### src/design/see_defs.vh
// constants for the secure exception entry block: status word fields,
// mode codes, vector offsets and configuration bit positions.
// assumes a 32-bit status word laid out as the core's program status.
//
// Overview of operation
// - monitor call raises its own exception
// - config bits 1..3 route irq, fiq, abort
// - base chosen by world and monitor mode
// - per-world bit 13 forces base 0xFFFF0000 except on monitor-bound entries
// - reset clears world bit, enters supervisor
// - reset masks all, loads secure endian, compact
// - reset starts at high or zero vector
// - undefined: undef mode, link, save, base+4
// - software trap: supervisor mode, base+8
// - secure entries other than reset and monitor-bound use secure base register
// - entry from monitor forces secure world
// - trapped prefetch abort enters monitor, base+0xC
// - untrapped prefetch abort enters abort mode
// - non-secure abort masks imprecise only if bit5
// - secure abort always masks imprecise aborts
// - same-world entry loads compact bit 30
// - same-world entry loads endian bit 25
// - monitor mode always runs as secure
`ifndef SEE_DEFS_VH
`define SEE_DEFS_VH

// ---------------------------------------------------------------
// status word fields
// ---------------------------------------------------------------
`define SEE_MODE_HI      4
`define SEE_MODE_LO      0
`define SEE_T_BIT        5
`define SEE_F_BIT        6
`define SEE_I_BIT        7
`define SEE_A_BIT        8
`define SEE_E_BIT        9
`define SEE_J_BIT        24

// ---------------------------------------------------------------
// mode codes
// ---------------------------------------------------------------
`define SEE_MODE_SVC     5'h13
`define SEE_MODE_UND     5'h1b
`define SEE_MODE_ABT     5'h17
`define SEE_MODE_MON     5'h16

// ---------------------------------------------------------------
// configuration and control bit positions
// ---------------------------------------------------------------
`define SEE_CFG_NS       0
`define SEE_CFG_RT_HI    3
`define SEE_CFG_RT_LO    1
`define SEE_CFG_EA       3
`define SEE_CFG_AW       5
`define SEE_CTL_HIVEC    13
`define SEE_CTL_EE       25
`define SEE_CTL_TE       30

// ---------------------------------------------------------------
// vectors and offsets
// ---------------------------------------------------------------
`define SEE_HIGH_BASE    32'hffff_0000
`define SEE_LOW_BASE     32'h0000_0000
`define SEE_OFS_UND      32'h0000_0004
`define SEE_OFS_SWT      32'h0000_0008
`define SEE_OFS_PABT     32'h0000_000c
`define SEE_OFS_SMC      32'h0000_0008
`define SEE_ABT_LINK_ADJ 32'h0000_0004
`define SEE_RESET_PSR    32'h0000_01d3

`endif

### src/design/see_vec_sel.v
// vector base selection for the secure exception entry block.
// assumes base registers and control words are stable inputs.
`timescale 1ns/1ps
`default_nettype none
`include "see_defs.vh"

module see_vec_sel #(
  parameter WIDTH = 32
) (
  input  wire             clk_in,
  input  wire             rst_n_in,
  input  wire             to_monitor_in,
  input  wire             secure_in,
  input  wire [WIDTH-1:0] nsec_base_in,
  input  wire [WIDTH-1:0] sec_base_in,
  input  wire [WIDTH-1:0] mon_base_in,
  input  wire             nsec_hivec_in,
  input  wire             sec_hivec_in,
  input  wire [WIDTH-1:0] offset_in,
  output reg  [WIDTH-1:0] vector_out
);

  // ---------------------------------------------------------------
  // base pick, registered
  // ---------------------------------------------------------------
  reg [WIDTH-1:0] base;

  // monitor base, else per-world base with high-vector override
  always @* begin
    if (to_monitor_in) begin
      base = mon_base_in;
    end else if (secure_in) begin
      base = sec_hivec_in ? `SEE_HIGH_BASE : sec_base_in;
    end else begin
      base = nsec_hivec_in ? `SEE_HIGH_BASE : nsec_base_in;
    end
  end

  // vector registered so it lands with the rest of the entry
  always @(posedge clk_in) begin
    if (!rst_n_in) begin
      vector_out <= `SEE_LOW_BASE;
    end else begin
      vector_out <= base + offset_in;
    end
  end

endmodule // see_vec_sel
`default_nettype wire

### src/design/see_entry.v
// secure exception entry: reset, undefined instruction, software trap,
// monitor call and external prefetch abort.
// assumes at most one request pulse per cycle from the pipeline, which
// holds off fetch until entry_done_out pulses.
`timescale 1ns/1ps
`default_nettype none
`include "see_defs.vh"

module see_entry #(
  parameter WIDTH          = 32,
  parameter COMPACT_EXISTS = 1
) (
  input  wire             clk_in,
  input  wire             rst_n_in,
  input  wire             undef_req_in,
  input  wire             soft_trap_req_in,
  input  wire             secure_monitor_call_in,
  input  wire             ext_pabt_req_in,
  input  wire [WIDTH-1:0] next_addr_in,
  input  wire [WIDTH-1:0] status_wr_in,
  input  wire             status_wr_en_in,
  input  wire [WIDTH-1:0] secure_config_reg_in,
  input  wire [WIDTH-1:0] nsec_control_in,
  input  wire [WIDTH-1:0] sec_control_in,
  input  wire [WIDTH-1:0] vector_base_reg_ns_in,
  input  wire [WIDTH-1:0] vector_base_reg_s_in,
  input  wire [WIDTH-1:0] monitor_vector_base_reg_in,
  output reg  [WIDTH-1:0] current_status_word_out,
  output reg              world_select_bit_out,
  output reg              secure_out,
  output reg  [WIDTH-1:0] saved_status_word_out,
  output reg  [WIDTH-1:0] link_addr_out,
  output reg  [3:0]       link_sel_out,
  output reg              entry_done_out,
  output wire [WIDTH-1:0] pc_out,
  output reg  [2:0]       route_out,
  output reg              monitor_call_taken_out
);

  // ---------------------------------------------------------------
  // operation outline
  // ---------------------------------------------------------------
  // the pipeline raises one request pulse beside the next address
  // and holds fetch until entry_done_out; every field of an entry is
  // written on one edge, so the handler never sees half an entry.
  // priority when requests meet in one cycle: monitor call, prefetch
  // abort, software trap, undefined; the losers are dropped.
  // the reset entry takes the first cycle after reset release and
  // ignores requests; callers start in the cycle after its pulse.
  // pipeline status writes are dropped in a cycle with an entry.
  // world handling:
  //   the stored world bit follows configuration bit 0 between
  //   entries, so software owns it through the configuration input.
  //   an entry taken from monitor mode forces it secure for that
  //   entry only; software must clear bit 0 itself to stay secure.
  //   monitor mode always counts as secure, whatever the stored bit.
  // vector base:
  //   monitor-bound entries use the monitor base, with no high-vector
  //   override; others use the base of the current world, or the
  //   high base when that world's high-vector bit is set.
  //   the reset entry looks only at the secure high-vector bit.
  // masks:
  //   every entry sets the interrupt mask; monitor-bound entries set
  //   all three; an abort-mode entry sets the imprecise-abort mask
  //   from secure state always, from non-secure only when allowed.
  // status bits:
  //   endian and compact bits come from the current world's controls,
  //   or from the secure ones for monitor-bound and reset entries.

  // ---------------------------------------------------------------
  // link register selects (one-hot)
  // ---------------------------------------------------------------
  localparam [3:0] LINK_SVC = 4'h1;
  localparam [3:0] LINK_UND = 4'h2;
  localparam [3:0] LINK_ABT = 4'h4;
  localparam [3:0] LINK_MON = 4'h8;

  // ---------------------------------------------------------------
  // states, one-hot
  // ---------------------------------------------------------------
  localparam [1:0] ST_RESET = 2'h1;
  localparam [1:0] ST_RUN   = 2'h2;

  reg [1:0]       state_reg;
  reg [1:0]       state_next;
  reg [WIDTH-1:0] psr_next;
  reg             ns_next;
  reg [WIDTH-1:0] saved_status_word_next;
  reg [WIDTH-1:0] link_next;
  reg [3:0]       sel_next;
  reg             done_next;
  reg             to_mon;
  reg [WIDTH-1:0] offset;
  reg             call_next;

  wire in_monitor;
  wire cur_secure;
  wire any_req;
  wire [WIDTH-1:0] cur_ctl;
  wire vec_secure;
  wire [WIDTH-1:0] vec_sec_base;

  // monitor mode always counts as secure, whatever the stored bit
  function is_monitor;
    input [WIDTH-1:0] psr;
    begin
      is_monitor = (psr[`SEE_MODE_HI:`SEE_MODE_LO] == `SEE_MODE_MON);
    end
  endfunction

  assign in_monitor = is_monitor(current_status_word_out);
  assign cur_secure = in_monitor | ~world_select_bit_out;
  assign cur_ctl    = cur_secure ? sec_control_in : nsec_control_in;
  assign any_req    = undef_req_in | soft_trap_req_in
                    | secure_monitor_call_in | ext_pabt_req_in;

  // reset entry always looks at the secure bank with a zero base
  assign vec_secure   = (state_reg == ST_RESET) | cur_secure;
  assign vec_sec_base = (state_reg == ST_RESET) ? `SEE_LOW_BASE
                                                : vector_base_reg_s_in;

  // ---------------------------------------------------------------
  // vector base pick
  // ---------------------------------------------------------------
  see_vec_sel #(
    .WIDTH (WIDTH)
  ) u_vec (
    .clk_in        (clk_in),
    .rst_n_in      (rst_n_in),
    .to_monitor_in (to_mon),
    .secure_in     (vec_secure),
    .nsec_base_in  (vector_base_reg_ns_in),
    .sec_base_in   (vec_sec_base),
    .mon_base_in   (monitor_vector_base_reg_in),
    .nsec_hivec_in (nsec_control_in[`SEE_CTL_HIVEC]),
    .sec_hivec_in  (sec_control_in[`SEE_CTL_HIVEC]),
    .offset_in     (offset),
    .vector_out    (pc_out)
  );

  // ---------------------------------------------------------------
  // entry decode: next status, link, saved status, world
  // ---------------------------------------------------------------
  always @* begin
    state_next = ST_RUN;
    psr_next   = current_status_word_out;
    ns_next    = world_select_bit_out;
    saved_status_word_next  = saved_status_word_out;
    link_next  = link_addr_out;
    sel_next   = 4'h0;
    done_next  = 1'b0;
    to_mon     = 1'b0;
    offset     = `SEE_LOW_BASE;
    call_next  = 1'b0;
    case (state_reg)
      ST_RESET: begin
        // first cycle after reset release: secure supervisor entry
        ns_next  = 1'b0;
        psr_next = `SEE_RESET_PSR;
        psr_next[`SEE_E_BIT] = sec_control_in[`SEE_CTL_EE];
        psr_next[`SEE_T_BIT] = (COMPACT_EXISTS != 0)
                             & sec_control_in[`SEE_CTL_TE];
        offset    = `SEE_LOW_BASE;
        done_next = 1'b1;
      end
      ST_RUN: begin
        // stored world bit follows the configuration between entries
        ns_next = secure_config_reg_in[`SEE_CFG_NS];
        if (status_wr_en_in && !any_req) begin
          psr_next = status_wr_in;
        end
        if (any_req) begin
          saved_status_word_next = current_status_word_out;
          done_next = 1'b1;
          if (in_monitor) begin
            ns_next = 1'b0;
          end
          // same-world defaults
          psr_next[`SEE_I_BIT] = 1'b1;
          psr_next[`SEE_J_BIT] = 1'b0;
          psr_next[`SEE_E_BIT] = cur_ctl[`SEE_CTL_EE];
          psr_next[`SEE_T_BIT] = (COMPACT_EXISTS != 0)
                               & cur_ctl[`SEE_CTL_TE];
          if (secure_monitor_call_in) begin
            // monitor call: its own exception into monitor mode
            call_next = 1'b1;
            to_mon    = 1'b1;
            link_next = next_addr_in;
            sel_next  = LINK_MON;
            psr_next[`SEE_MODE_HI:`SEE_MODE_LO] = `SEE_MODE_MON;
            psr_next[`SEE_F_BIT] = 1'b1;
            psr_next[`SEE_A_BIT] = 1'b1;
            psr_next[`SEE_E_BIT] = sec_control_in[`SEE_CTL_EE];
            psr_next[`SEE_T_BIT] = (COMPACT_EXISTS != 0)
                                 & sec_control_in[`SEE_CTL_TE];
            ns_next   = 1'b0;
            offset    = `SEE_OFS_SMC;
          end else if (ext_pabt_req_in) begin
            link_next = next_addr_in + `SEE_ABT_LINK_ADJ;
            if (secure_config_reg_in[`SEE_CFG_EA]) begin
              to_mon   = 1'b1;
              sel_next = LINK_MON;
              psr_next[`SEE_MODE_HI:`SEE_MODE_LO] = `SEE_MODE_MON;
              psr_next[`SEE_F_BIT] = 1'b1;
              psr_next[`SEE_A_BIT] = 1'b1;
              psr_next[`SEE_E_BIT] = sec_control_in[`SEE_CTL_EE];
              psr_next[`SEE_T_BIT] = (COMPACT_EXISTS != 0)
                                   & sec_control_in[`SEE_CTL_TE];
            end else begin
              sel_next = LINK_ABT;
              psr_next[`SEE_MODE_HI:`SEE_MODE_LO] = `SEE_MODE_ABT;
              if (cur_secure) begin
                psr_next[`SEE_A_BIT] = 1'b1;
              end else if (secure_config_reg_in[`SEE_CFG_AW]) begin
                psr_next[`SEE_A_BIT] = 1'b1;
              end
            end
            offset = `SEE_OFS_PABT;
          end else if (soft_trap_req_in) begin
            link_next = next_addr_in;
            sel_next  = LINK_SVC;
            psr_next[`SEE_MODE_HI:`SEE_MODE_LO] = `SEE_MODE_SVC;
            offset    = `SEE_OFS_SWT;
          end else begin
            link_next = next_addr_in;
            sel_next  = LINK_UND;
            psr_next[`SEE_MODE_HI:`SEE_MODE_LO] = `SEE_MODE_UND;
            offset    = `SEE_OFS_UND;
          end
        end
      end
      default: begin
        state_next = ST_RESET;
      end
    endcase
  end

  // ---------------------------------------------------------------
  // state update: every field of one entry in the same edge
  // ---------------------------------------------------------------
  // reset entry first, then run
  always @(posedge clk_in) begin
    if (!rst_n_in) begin
      state_reg <= ST_RESET;
    end else begin
      state_reg <= state_next;
    end
  end

  // status word, written by entries and by the pipeline
  always @(posedge clk_in) begin
    if (!rst_n_in) begin
      current_status_word_out <= `SEE_RESET_PSR;
    end else begin
      current_status_word_out <= psr_next;
    end
  end

  // stored world bit
  always @(posedge clk_in) begin
    if (!rst_n_in) begin
      world_select_bit_out <= 1'b0;
    end else begin
      world_select_bit_out <= ns_next;
    end
  end

  // effective secure state, monitor mode counts as secure
  always @(posedge clk_in) begin
    if (!rst_n_in) begin
      secure_out <= 1'b1;
    end else begin
      secure_out <= ~ns_next | is_monitor(psr_next);
    end
  end

  // saved status copy
  always @(posedge clk_in) begin
    if (!rst_n_in) begin
      saved_status_word_out <= `SEE_LOW_BASE;
    end else begin
      saved_status_word_out <= saved_status_word_next;
    end
  end

  // link value for the selected mode
  always @(posedge clk_in) begin
    if (!rst_n_in) begin
      link_addr_out <= `SEE_LOW_BASE;
    end else begin
      link_addr_out <= link_next;
    end
  end

  // link target select, one cycle
  always @(posedge clk_in) begin
    if (!rst_n_in) begin
      link_sel_out <= 4'h0;
    end else begin
      link_sel_out <= sel_next;
    end
  end

  // entry complete pulse
  always @(posedge clk_in) begin
    if (!rst_n_in) begin
      entry_done_out <= 1'b0;
    end else begin
      entry_done_out <= done_next;
    end
  end

  // monitor call taken pulse
  always @(posedge clk_in) begin
    if (!rst_n_in) begin
      monitor_call_taken_out <= 1'b0;
    end else begin
      monitor_call_taken_out <= call_next;
    end
  end

  // routing copy of the configuration bits
  always @(posedge clk_in) begin
    if (!rst_n_in) begin
      route_out <= 3'h0;
    end else begin
      route_out <= secure_config_reg_in[`SEE_CFG_RT_HI:`SEE_CFG_RT_LO];
    end
  end

endmodule // see_entry
`default_nettype wire

### config.mk
export PLATFORM = sky130hd
export DESIGN_NAME = see_entry
export DESIGN_NICKNAME = d
export VERILOG_FILES = /design/src/design/see_vec_sel.v /design/src/design/see_entry.v
export VERILOG_INCLUDE_DIRS = /design/src /design/src/design
export SDC_FILE = /design/constraint.sdc
export NUM_CORES = 1
export LEC_CHECK = 0
export BUFFER_PORTS_ARGS = -buffer_cell sky130_fd_sc_hd__buf_2
export CAP_MARGIN = 20
export CORE_AREA = 4 4 154 156
export CTS_CLUSTER_DIAMETER = 50
export DETAILED_ROUTE_END_ITERATION = 8
export DIE_AREA = 0 0 158 160
export HOLD_SLACK_MARGIN = 0.02
export PLACE_DENSITY = 0.71
export SYNTH_ARGS = -nofsm -noshare
export SYNTH_HDL_FRONTEND = slang
export SYNTH_SLANG_ARGS = --single-unit
### constraint.sdc
create_clock -name clk_in -period 9.18 [get_ports clk_in]
set_input_delay 0.459 -clock clk_in [delete_from_list [all_inputs] [get_ports clk_in]]
set_output_delay 0.459 -clock clk_in [all_outputs]
set_load 0.005 [all_outputs]
==> impl_metrics.csv, run 1 <==
group,metric,value,unit
global_routing,antenna_found_initial,6,
layout,sequential_cell_area,2823,um^2
routing,drc_errors,0,
logic_synthesis,async_flop_share,0,%
logic_synthesis,top_ff_cell_synth,"sky130_fd_sc_hd__dfxtp_1",
sta,setup-violations-final,0,
run,cap_viol_max_count,0,
logic_synthesis,post_synth_num_cell_types,85,
routing,ant_nets,0,
sta,final_period_minus_worst_setup_slack,3923,ps
die,initial_core_util,31.19,%
die,placementRows,55,
logic_synthesis,post-synth-top-count-cell,"sky130_fd_sc_hd__dfxtp_1",
clocking,cts_made_buffers,17,
pwr,ir_drop,131.0,uV
logic_synthesis,syn_avg_cell_area,8.548,um^2
sta,timing_worst_slew_pin_value,1070,ps
clocking,cts_sinks,141,
logic_synthesis,synth-seq-area-share,40.47,%
sta,fin_crit_sh,42.73,%
die,core_region_area,22370,um^2
routing,drt-initial-drc-count,387,
sta,setup_repair_after_global_routing_missed_its_margin,"false",
logic_synthesis,synth.ff_latch_count,141,
global_routing,first_pass_grt_wire_length,36930,um
logic_synthesis,synth_top_area_share,40.47,%
die,io-pin-count,402,
pwr,report.power.total,0.002095,W
sta,finalClockSkew,12.19,ps
die,dieHeight,160,um
clocking,htreeDepth,4,
status,status,"completed",
clocking,cts_root_buf,"sky130_fd_sc_hd__clkbuf_16",
worst_setup_path,criticalPathCategory,"flop to flop",
global_routing,number_of_global_route_vias_before_repair,6834,
logic_synthesis,netlist_area,6975,um^2
placement,placedInstanceArea,8676,um^2
pwr,p_leak,4.027,nW
worst_setup_path,critPathSlowestCell,"sky130_fd_sc_hd__ha_1",
worst_setup_path,crit_chain,"inv_1, ha_1, nor2_1, a31o_2, a221oi_1, nor2_1, ha_1, a21oi_1, nor3_2, nor4b_2, nand2_1, o21a_1, nor3_1",
logic_synthesis,cell_types_with_the_largest_area_share_after_synthesis,"sky130_fd_sc_hd__dfxtp_1, sky130_fd_sc_hd__nand2_1, sky130_fd_sc_hd__nor2_1, sky130_fd_sc_hd__a21oi_1, sky130_fd_sc_hd__a211oi_1",
global_routing,groute.usage.overall,18.50,%
logic_synthesis,yosys-top-cells-count,"sky130_fd_sc_hd__dfxtp_1, sky130_fd_sc_hd__nand2_1, sky130_fd_sc_hd__nor2_1",
layout,nets,1371,
routing,detailed_routing_iterations_pass_1,5,
logic_synthesis,postSynthCellCount,816,
die,floorplan.die_area,25280,um^2
worst_setup_path,max_stage_delay,540,ps
global_routing,grt_max_degree,97,
placement,portBuffers,316,
layout,final.fill_count,2259,
clocking,cts.path.max_buffers,2,
worst_setup_path,cp_data_required_time,9470,ps
clocking,cts_tree,"built",
sta,fmaxAchievable,0.2549,GHz
logic_synthesis,synth_nets,1085,
logic_synthesis,synth_edf_count,0,
logic_synthesis,ys.warnings.count,0,
routing,routed_wirelength,24540,um
placement,detailed_place_hpwl,18480,um
layout,drive_gt1_share,36.14,%
worst_setup_path,setup.worst_path.end_class,"flop",
routing,vias_per_cell,5.125,
worst_setup_path,critPathLaunchType,"flop",
layout,syn2layout_area_growth,32.41,%
placement,routabilityCongestion,0.8307,
pwr,p_per_area,226.8,nW/um^2
clocking,clock_insertion_delay_worst_skew,410,ps
clocking,cts-resized-gates,0,
worst_setup_path,arrival,4220,ps
routing,routed-via-count,7185,
layout,multi_input_comb_area,3824,um^2
routing,detail_route.wl_per_cell,17.50,um
hold_path,hold_class,"input pin to flop",
clocking,cts-hold-fix-buffers,0,
global_routing,leftover_overflow_at_the_end_of_global_routing,0,
worst_setup_path,worstPathMaxFanout,16,
layout,post-route-cell-area,9236,um^2
sta,timing.slew.headroom,28.67,%
logic_synthesis,netlist.top_cell.by_area,"sky130_fd_sc_hd__dfxtp_1",
clocking,cts.reportedPaths.clkPinSlew,70,ps
sta,setup-tns-final,0,ps
sta,final_max_slew_viol_count,0,
clocking,cts_setup_buffers,0,
die,floorplan.die.width,158,um
sta,final-hold-violation-count,0,
critical path: cells and delay by family (launching register included):
family,cells,cell delay [ps]
DFF,1,310
adders and majority gates,2,830
AOI/OAI and AO/OA,4,990
buffers and inverters,1,50
and+or+nand+nor,6,1620
per-stage QoR:
step	instances	setup slack, ps	hold WS (ps)	util (%)
finish	1402	5257	256.2	41.30
global route	1402	4986	240.4	41.30
floorplan	816	5608	452.7	-
detailed placement	1368	5361	443.2	38.79
CTS	1400	5322	238.6	41.28
global placement	1368	5371	438.9	38.79
per-layer routing:
layer  track usage [%]  vias up  routed length (um)
li1                  -     3532                   -
met1             21.37     3323                9934
met2             32.57      279               12210
met3             5.149       43                1769
met4             6.398        8                 580
met5                 0        -                  43
path summary, 6_finish.rpt:
check                                 from                              end  slack, ps  depth (start not counted)
max                state_reg[1]$_SDFF_PN0_  u_vec.vector_out[13]$_SDFF_PN0_       5260                         13
min reg2reg  link_addr_out[0]$_SDFFE_PN0P_    link_addr_out[0]$_SDFFE_PN0P_        450                          2
min                secure_config_reg_in[1]          route_out[0]$_SDFF_PN0_        260                          2
max reg2reg        state_reg[1]$_SDFF_PN0_  u_vec.vector_out[13]$_SDFF_PN0_       5260                         13
report_power, final:
| group | switching, W | leakage, nW | total [W] | internal, W |
|---|---|---|---|---|
| sequential | 0.0000423 | 1.15 | 0.000745 | 0.000703 |
| combinational | 0.000427 | 2.60 | 0.000698 | 0.000271 |
| clock | 0.000285 | 0.274 | 0.000652 | 0.000367 |
| total | 0.000754 | 4.03 | 0.00209 | 0.00134 |
cell type report:
| cell class | instances | share of cell area, % |
|---|---|---|
| clock buffers | 20 | 4.944 |
| clock inverters | 12 | 1.070 |
| flip-flops and latches | 141 | 30.56 |
| inverters | 11 | 0.5012 |
| diodes | 2 | 0.05419 |
| multi-input cells | 609 | 41.40 |
| well taps | 285 | 3.861 |
| repair buffers | 322 | 17.61 |
cells by family (layout without fill, tap and decap cells):
family	after synthesis	in the layout	synth area share [%]
XOR/XNOR	38	38	4.771
other	0	2	0
AND/OR/NAND/NOR	344	344	25.18
buffers and inverters	66	365	5.076
flip-flops	141	141	40.47
AO/OA/AOI/OAI	219	219	23.03
adder cells (fa/ha/maj)	6	6	1.184
multiplexers	2	2	0.2870
placed cells by master, fill, tap and decap left out, types with 3 or more instances in the layout:
cell,synthesis,layout
sky130_fd_sc_hd__a31o_2,4,4
sky130_fd_sc_hd__dfxtp_1,141,141
sky130_fd_sc_hd__ha_1,5,5
sky130_fd_sc_hd__o21a_1,12,12
sky130_fd_sc_hd__clkbuf_16,0,17
sky130_fd_sc_hd__nand2b_1,3,3
sky130_fd_sc_hd__nand3_1,23,23
sky130_fd_sc_hd__o221ai_1,7,7
sky130_fd_sc_hd__xor2_1,24,24
sky130_fd_sc_hd__o211ai_2,4,4
sky130_fd_sc_hd__nor2_1,90,88
sky130_fd_sc_hd__a211oi_1,29,29
sky130_fd_sc_hd__buf_2,5,316
sky130_fd_sc_hd__buf_4,4,6
sky130_fd_sc_hd__a221oi_2,4,4
sky130_fd_sc_hd__and3_1,23,23
sky130_fd_sc_hd__clkinv_4,0,3
sky130_fd_sc_hd__a21oi_1,62,61
sky130_fd_sc_hd__or3_1,12,12
sky130_fd_sc_hd__a31o_1,4,4
sky130_fd_sc_hd__and4_1,7,7
sky130_fd_sc_hd__a221o_1,3,3
sky130_fd_sc_hd__inv_1,9,9
sky130_fd_sc_hd__xnor2_1,14,14
sky130_fd_sc_hd__inv_6,0,5
sky130_fd_sc_hd__nor3_1,19,19
sky130_fd_sc_hd__nor2b_1,3,3
sky130_fd_sc_hd__a21o_1,5,5
sky130_fd_sc_hd__a31oi_1,3,3
sky130_fd_sc_hd__nand2_1,104,104
sky130_fd_sc_hd__a22oi_1,23,23
sky130_fd_sc_hd__a221oi_1,5,5
sky130_fd_sc_hd__o21ai_0,21,20
sky130_fd_sc_hd__and2_1,12,12
sky130_fd_sc_hd__nand4_1,17,17
(Power assumes the default switching activity.)
==> inputs of run 2 (changes only) <==
--- a/config.mk
+++ b/config.mk
@@ -13,7 +13,7 @@
 export DETAILED_ROUTE_END_ITERATION = 8
 export DIE_AREA = 0 0 158 160
 export HOLD_SLACK_MARGIN = 0.02
-export PLACE_DENSITY = 0.71
+export PLACE_DENSITY = 0.74
 export SYNTH_ARGS = -nofsm -noshare
 export SYNTH_HDL_FRONTEND = slang
 export SYNTH_SLANG_ARGS = --single-unit
==> constraint.sdc (replaced) <==
create_clock -name clk_in -period 3.6 [get_ports clk_in]
set_input_delay 0.18 -clock clk_in [delete_from_list [all_inputs] [get_ports clk_in]]
set_output_delay 0.18 -clock clk_in [all_outputs]
set_load 0.005 [all_outputs]
==> run 2 against run 1 <==
Effect of this change: first-iteration DRC count rose by 48%; clock skew fell by 3.7 ps; maximum frequency rose by 19%; routed wire length rose by 4.5%; clock-buffer cell count fell by 1; non-clock buffer count rose by 45; global-route usage rose by 0.89 points; critical path depth did not move; hold slack got worse by 200 ps; setup slack got worse by 4900 ps; sequential share of layout area fell by 1.5 points; combinational power rose to 2.7 times the previous value; critical endpoint is now u_vec.vector_out[26]$_SDFF_PN0_; largest cell class unchanged; largest power group unchanged; highest routed layer unchanged.
==> impl_metrics.csv, run 2 (synthesized netlist as in run 1, its figures left out) <==
group,metric,value,unit
layout,post-route-cell-area,9723,um^2
layout,sequential_cell_area,2823,um^2
die,placementRows,55,
layout,most_common_cell_after_layout_fill_and_taps_aside,"sky130_fd_sc_hd__buf_2",
worst_setup_path,criticalPathCategory,"flop to flop",
worst_setup_path,reg2reg_depth,13,
worst_setup_path,worstPathMaxFanout,6,
routing,routed_wirelength,25650,um
pwr,ir_drop,319.4,uV
sta,timing_worst_slew_pin_value,969.9,ps
placement,placedInstanceArea,8803,um^2
worst_setup_path,worst_r2r_startpoint,"state_reg[1]$_SDFF_PN0_",
sta,final-hold-violation-count,0,
global_routing,grt.met3_usage,5.772,%
die,io-pin-count,402,
pwr,switching_share,34.87,%
worst_setup_path,cp_data_required_time,3850,ps
run,cap_viol_max_count,0,
sta,final.hold.worst_slack,56.78,ps
worst_setup_path,critPathLaunchType,"flop",
routing,drt-initial-drc-count,572,
sta,finalClockSkew,8.532,ps
status,status,"completed",
sta,final_max_slew_viol_count,0,
routing,drc_errors,0,
global_routing,busiest_layer,"met2",
global_routing,grt_max_degree,88,
routing,routed-via-count,7408,
sta,final_period_minus_worst_setup_slack,3291,ps
clocking,htreeDepth,4,
sta,setup-violations-final,0,
die,floorplan.die.width,158,um
placement,routabilityCongestion,0.8169,
layout,stdcell_count,1446,
layout,drive_gt1_share,36.38,%
clocking,cts.path.max_buffers,2,
clocking,cts_root_buf,"sky130_fd_sc_hd__clkbuf_16",
worst_setup_path,arrival,3540,ps
pwr,p_leak,4.266,nW
sta,finalWorstSetupSlack,308.9,ps
placement,dp_slack,219.4,ps
clocking,cts_sinks,141,
worst_setup_path,r2r_slack,310,ps
die,floorplan.die_area,25280,um^2
global_routing,leftover_overflow_at_the_end_of_global_routing,0,
routing,vias_per_cell,5.123,
routing,detail_route.wl_per_cell,17.74,um
routing,detailed_routing_iterations_pass_1,5,
placement,detailed_place_hpwl,19090,um
sta,fmaxAchievable,0.3039,GHz
worst_setup_path,critical_path.reg2reg.endpoint,"u_vec.vector_out[26]$_SDFF_PN0_",
global_routing,globalRouteMet2Util,33.46,%
global_routing,grt.met1_usage,22.66,%
pwr,power.clock.fraction,33.5,%
hold_path,hold-path-endpoint,"link_sel_out[2]$_SDFF_PP0_",
hold_path,min-delay-start,"secure_config_reg_in[3]",
pwr,cellInternalPower,0.003695,W
global_routing,first_pass_grt_wire_length,38600,um
worst_setup_path,setup.worst_path.end_class,"flop",
global_routing,number_of_global_route_vias_before_repair,7159,
routing,ant_nets,0,
pwr,p_per_area,583.5,nW/um^2
global_routing,antenna_found_initial,4,
sta,timing.slew.headroom,35.34,%
layout,final.fill_count,2232,
layout,syn2layout_area_growth,39.39,%
pwr,combinationalPowerShare,32.8,%
die,core_region_area,22370,um^2
clocking,cts_made_buffers,17,
placement,portBuffers,316,
clocking,clock_insertion_delay_worst_skew,410,ps
clocking,cts_tree,"built",
layout,multi_input_comb_area,3830,um^2
clocking,cts.reportedPaths.clkPinSlew,60,ps
die,initial_core_util,31.19,%
hold_path,worstHoldPathCells,2,
global_routing,groute.usage.overall,19.39,%
layout,nets,1416,
sta,fin_crit_sh,91.42,%
layout,layout_common_cells,"sky130_fd_sc_hd__buf_2, sky130_fd_sc_hd__dfxtp_1, sky130_fd_sc_hd__nand2_1, sky130_fd_sc_hd__nor2_1, sky130_fd_sc_hd__a21oi_1",
placement,numPlacedInstances,1385,
die,dieHeight,160,um
pwr,net-switching-power,0.001978,W
hold_path,hold_class,"input pin to flop",
pwr,seq_power_share,33.7,%
## run 2: cell count changes in the layout (fill, tap and decap cells not counted), sizes merged
| cell | before | now |
|---|---|---|
| buf | 322 | 340 |
| diode | 2 | 1 |
| clkbuf | 20 | 19 |
| bufinv | 0 | 3 |
| inv | 17 | 16 |
| dlygate4sd3 | 0 | 27 |
| clkinv | 5 | 4 |
## run 2: how the worst max path moves through the flow
stage,from,end,slack (ps),depth (start not counted)
after floorplan,secure_monitor_call_in,u_vec.vector_out[30]$_SDFF_PN0_,310,15
after global placement,state_reg[1]$_SDFF_PN0_,u_vec.vector_out[30]$_SDFF_PN0_,330,13
after detailed placement,state_reg[1]$_SDFF_PN0_,u_vec.vector_out[30]$_SDFF_PN0_,220,13
after CTS,state_reg[1]$_SDFF_PN0_,u_vec.vector_out[22]$_SDFF_PN0_,190,13
after global routing,state_reg[1]$_SDFF_PN0_,u_vec.vector_out[22]$_SDFF_PN0_,-10,13
final,state_reg[1]$_SDFF_PN0_,u_vec.vector_out[26]$_SDFF_PN0_,310,13
## run 2: stage by stage
stage | total power (W) | setup TNS (ps) | utilization (%)
after global placement | 0.003748 | 0 | 39.36
after floorplan | 0.003086 | 0 | -
after detailed placement | 0.003784 | 0 | 39.36
after CTS | 0.005740 | 0 | 43.40
after global routing | 0.006035 | -10.38 | 43.47
final | 0.005673 | 0 | 43.47
## run 2: per-layer routing
metal,up-vias,part of all wire [%],wire (um)
li1,3628,-,-
met1,3426,40,10360
met2,299,49,12670
met3,49,7.6,1950
met4,6,2.5,648
met5,-,0.11,29
## run 2: final cells by class
| type | instances | area share (%) |
|---|---|---|
| repair buffers | 367 | 20.90 |
| flip-flops and latches | 141 | 29.03 |
| diodes | 1 | 0.02574 |
| clock buffers | 19 | 4.658 |
| multi-input cells | 609 | 39.39 |
| inverters | 11 | 0.4761 |
| clock inverters | 13 | 1.853 |
| well taps | 285 | 3.667 |
## run 2: worst max-delay path: stages, from the launching register on
cell,delay (ps)
sky130_fd_sc_hd__dfxtp_1,330
sky130_fd_sc_hd__inv_1,40
sky130_fd_sc_hd__ha_1,220
sky130_fd_sc_hd__nor3b_2,210
sky130_fd_sc_hd__a21boi_2,330
sky130_fd_sc_hd__a221oi_1,120
sky130_fd_sc_hd__nor2_1,120
sky130_fd_sc_hd__ha_1,200
sky130_fd_sc_hd__fa_1,230
sky130_fd_sc_hd__nor3b_4,320
sky130_fd_sc_hd__nor4b_4,400
sky130_fd_sc_hd__and4_1,380
sky130_fd_sc_hd__a21o_1,170
sky130_fd_sc_hd__a21oi_1,60
## run 2: what timing repair did
action / CTS / global route
hold buffers: 27 / 0
resized for setup: 0 / 1
endpoints found under the hold margin: 27 / 0
setup endpoints to repair: 0 / 5
buffers inserted: 0 / 1
## run 2: power by group through the flow
stage | Clock (W) | Sequential, W | Combinational [W]
after floorplan | 0 | 0.00195 | 0.00114
after global placement | 0 | 0.00193 | 0.00181
after detailed placement | 0 | 0.00194 | 0.00184
after CTS | 0.00196 | 0.00191 | 0.00187
after global routing | 0.00203 | 0.00194 | 0.00206
final | 0.00190 | 0.00191 | 0.00186
==> inputs of run 3 (changes only) <==
--- a/config.mk
+++ b/config.mk
@@ -8,12 +8,12 @@
 export LEC_CHECK = 0
 export BUFFER_PORTS_ARGS = -buffer_cell sky130_fd_sc_hd__buf_2
 export CAP_MARGIN = 20
-export CORE_AREA = 4 4 154 156
+export CORE_AREA = 4 4 156 158
 export CTS_CLUSTER_DIAMETER = 50
 export DETAILED_ROUTE_END_ITERATION = 8
-export DIE_AREA = 0 0 158 160
+export DIE_AREA = 0 0 160 162
 export HOLD_SLACK_MARGIN = 0.02
-export PLACE_DENSITY = 0.74
+export PLACE_DENSITY = 0.69
 export SYNTH_ARGS = -nofsm -noshare
 export SYNTH_HDL_FRONTEND = slang
 export SYNTH_SLANG_ARGS = --single-unit
==> constraint.sdc (replaced) <==
create_clock -name clk_in -period 3.1 [get_ports clk_in]
set_input_delay 0.155 -clock clk_in [delete_from_list [all_inputs] [get_ports clk_in]]
set_output_delay 0.155 -clock clk_in [all_outputs]
set_load 0.005 [all_outputs]
==> run 3 against run 2 <==
Effect of this change: sequential power rose by 16%; sequential share of layout area fell by 0.83 points; largest cell class unchanged; first-iteration DRC count fell by 27%.
==> impl_metrics.csv, run 3 (synthesized netlist as in run 1, its figures left out) <==
group,metric,value,unit
routing,ant_nets,0,
worst_setup_path,max_stage_delay,390,ps
placement,portBuffers,316,
die,placementRows,56,
sta,final-hold-violation-count,0,
routing,routed-via-count,7508,
global_routing,groute.usage.overall,19.31,%
global_routing,number_of_global_route_vias_before_repair,7264,
worst_setup_path,setup.worst_path.end_class,"flop",
run,cap_viol_max_count,0,
hold_path,hold_class,"input pin to flop",
global_routing,first_pass_grt_wire_length,39830,um
die,io-pin-count,402,
routing,drt-initial-drc-count,415,
sta,fin_crit_sh,96.02,%
worst_setup_path,critPathSlowestCell,"sky130_fd_sc_hd__fa_2",
clocking,cts_tree,"built",
layout,most_common_cell_after_layout_fill_and_taps_aside,"sky130_fd_sc_hd__buf_2",
sta,final_period_minus_worst_setup_slack,2977,ps
worst_setup_path,criticalPathCategory,"flop to flop",
layout,post-route-cell-area,10020,um^2
worst_setup_path,arrival,3300,ps
placement,placedInstanceArea,9007,um^2
pwr,p_leak,4.410,nW
layout,nets,1449,
sta,fmaxAchievable,0.3360,GHz
sta,timing.slew.headroom,41.80,%
clocking,cts_root_buf,"sky130_fd_sc_hd__clkbuf_16",
placement,detailed_place_hpwl,19300,um
clocking,cts.path.max_buffers,2,
clocking,clock_insertion_delay_worst_skew,420,ps
worst_setup_path,worstPathMaxFanout,5,
die,core_region_area,23120,um^2
routing,vias_per_cell,5.056,
die,initial_core_util,30.17,%
sta,timing_worst_slew_pin_value,873.0,ps
global_routing,leftover_overflow_at_the_end_of_global_routing,0,
layout,syn2layout_area_growth,43.64,%
sta,finalClockSkew,13.09,ps
worst_setup_path,critPathLaunchType,"flop",
worst_setup_path,most_used_cell_cp,"sky130_fd_sc_hd__buf_4",
clocking,cts_sinks,141,
placement,routabilityCongestion,0.8257,
pwr,p_per_area,653.5,nW/um^2
worst_setup_path,crit_chain,"inv_2, ha_4, nor3_1, a31o_2, a221oi_2, nor2_1, ha_2, fa_2, nor3b_2, buf_4, nor4b_4, buf_4, and4_4, a311o_1, o31ai_1",
routing,drc_errors,0,
worst_setup_path,cp_data_required_time,3430,ps
sta,final_max_slew_viol_count,0,
die,floorplan.die_area,25920,um^2
status,status,"completed",
clocking,htreeDepth,4,
clocking,cts_made_buffers,17,
clocking,cts.reportedPaths.clkPinSlew,60,ps
die,floorplan.die.width,160,um
die,dieHeight,162,um
global_routing,antenna_found_initial,6,
sta,finalWorstSetupSlack,123.4,ps
layout,layout_common_cells,"sky130_fd_sc_hd__buf_2, sky130_fd_sc_hd__dfxtp_1, sky130_fd_sc_hd__nand2_1, sky130_fd_sc_hd__nor2_1, sky130_fd_sc_hd__a21oi_1",
routing,detailed_routing_iterations_pass_1,8,
placement,dp_slack,-36.22,ps
layout,drive_gt1_share,39.15,%
sta,setup-violations-final,0,
global_routing,grt_max_degree,77,
routing,detail_route.wl_per_cell,17.45,um
routing,routed_wirelength,25920,um
pwr,ir_drop,308.0,uV
==> run 3: through the flow <==
step	power (W)	util, %	hold WS, ps	setup TNS (ps)	cells
2_1_floorplan	0.003585	-	230.8	0	816
3_3_place_gp	0.004471	38.96	360.5	0	1413
3_5_place_dp	0.004499	38.96	370.6	-92.21	1413
4_1_cts	0.006544	42.74	27.19	0	1475
5_1_grt	0.006969	43.33	45.64	-25.32	1485
6_report	0.006548	43.33	42.48	0	1485
==> run 3: power by group <==
part           total, W  internal [W]  switching, W
Combinational   0.00237       0.00101       0.00135
Sequential      0.00221       0.00209      0.000123
Clock           0.00197       0.00111      0.000857
Total           0.00655       0.00421       0.00233
==> run 3: final timing paths <==
path	from	to	slack, ps	cells after the start
worst min-delay path	vector_base_reg_ns_in[0]	u_vec.vector_out[0]$_SDFF_PN0_	40	3
worst min register to register	saved_status_word_out[24]$_SDFFE_PN0P_	saved_status_word_out[24]$_SDFFE_PN0P_	450	2
worst max register to register	state_reg[1]$_SDFF_PN0_	u_vec.vector_out[30]$_SDFF_PN0_	120	15
worst max-delay path	state_reg[1]$_SDFF_PN0_	u_vec.vector_out[30]$_SDFF_PN0_	120	15
==> run 3: worst max-delay path, delay by kind of cell (launching register included) <==
kind	cells	cell delay (ps)
buf+inv	3	400
simple gates	5	610
compound gates	4	820
flops	1	320
fa+ha+maj	3	730
==> run 3: layout make-up <==
class                           instances  area [um^2]
Sequential cell                       141         2825
Fill cell                            2305        13100
Timing Repair Buffer                  400         2320
Tap cell                              290        362.8
Clock inverter                         15        136.4
Multi-Input combinational cell        609         3899
Clock buffer                           17        425.4
Antenna cell                            2        5.005
Inverter                               11        46.29
==> run 3: routing by layer <==
| layer | track usage [%] | part of all wire (%) | wire length (um) |
|---|---|---|---|
| met1 | 22.49 | 41 | 10700 |
| met2 | 33.68 | 49 | 12670 |
| met3 | 6.394 | 7.4 | 1925 |
| met4 | 6.140 | 2.3 | 586 |
| met5 | 0 | 0.16 | 41 |
==> run 3: timing repair <==
item | in CTS | in global routing
pin swaps | 0 | 7
setup endpoints to repair | 6 | 16
setup buffers | 0 | 7
cloned | 0 | 0
hold buffers | 30 | 0
resized for setup | 3 | 16
endpoints found under the hold margin | 30 | 0
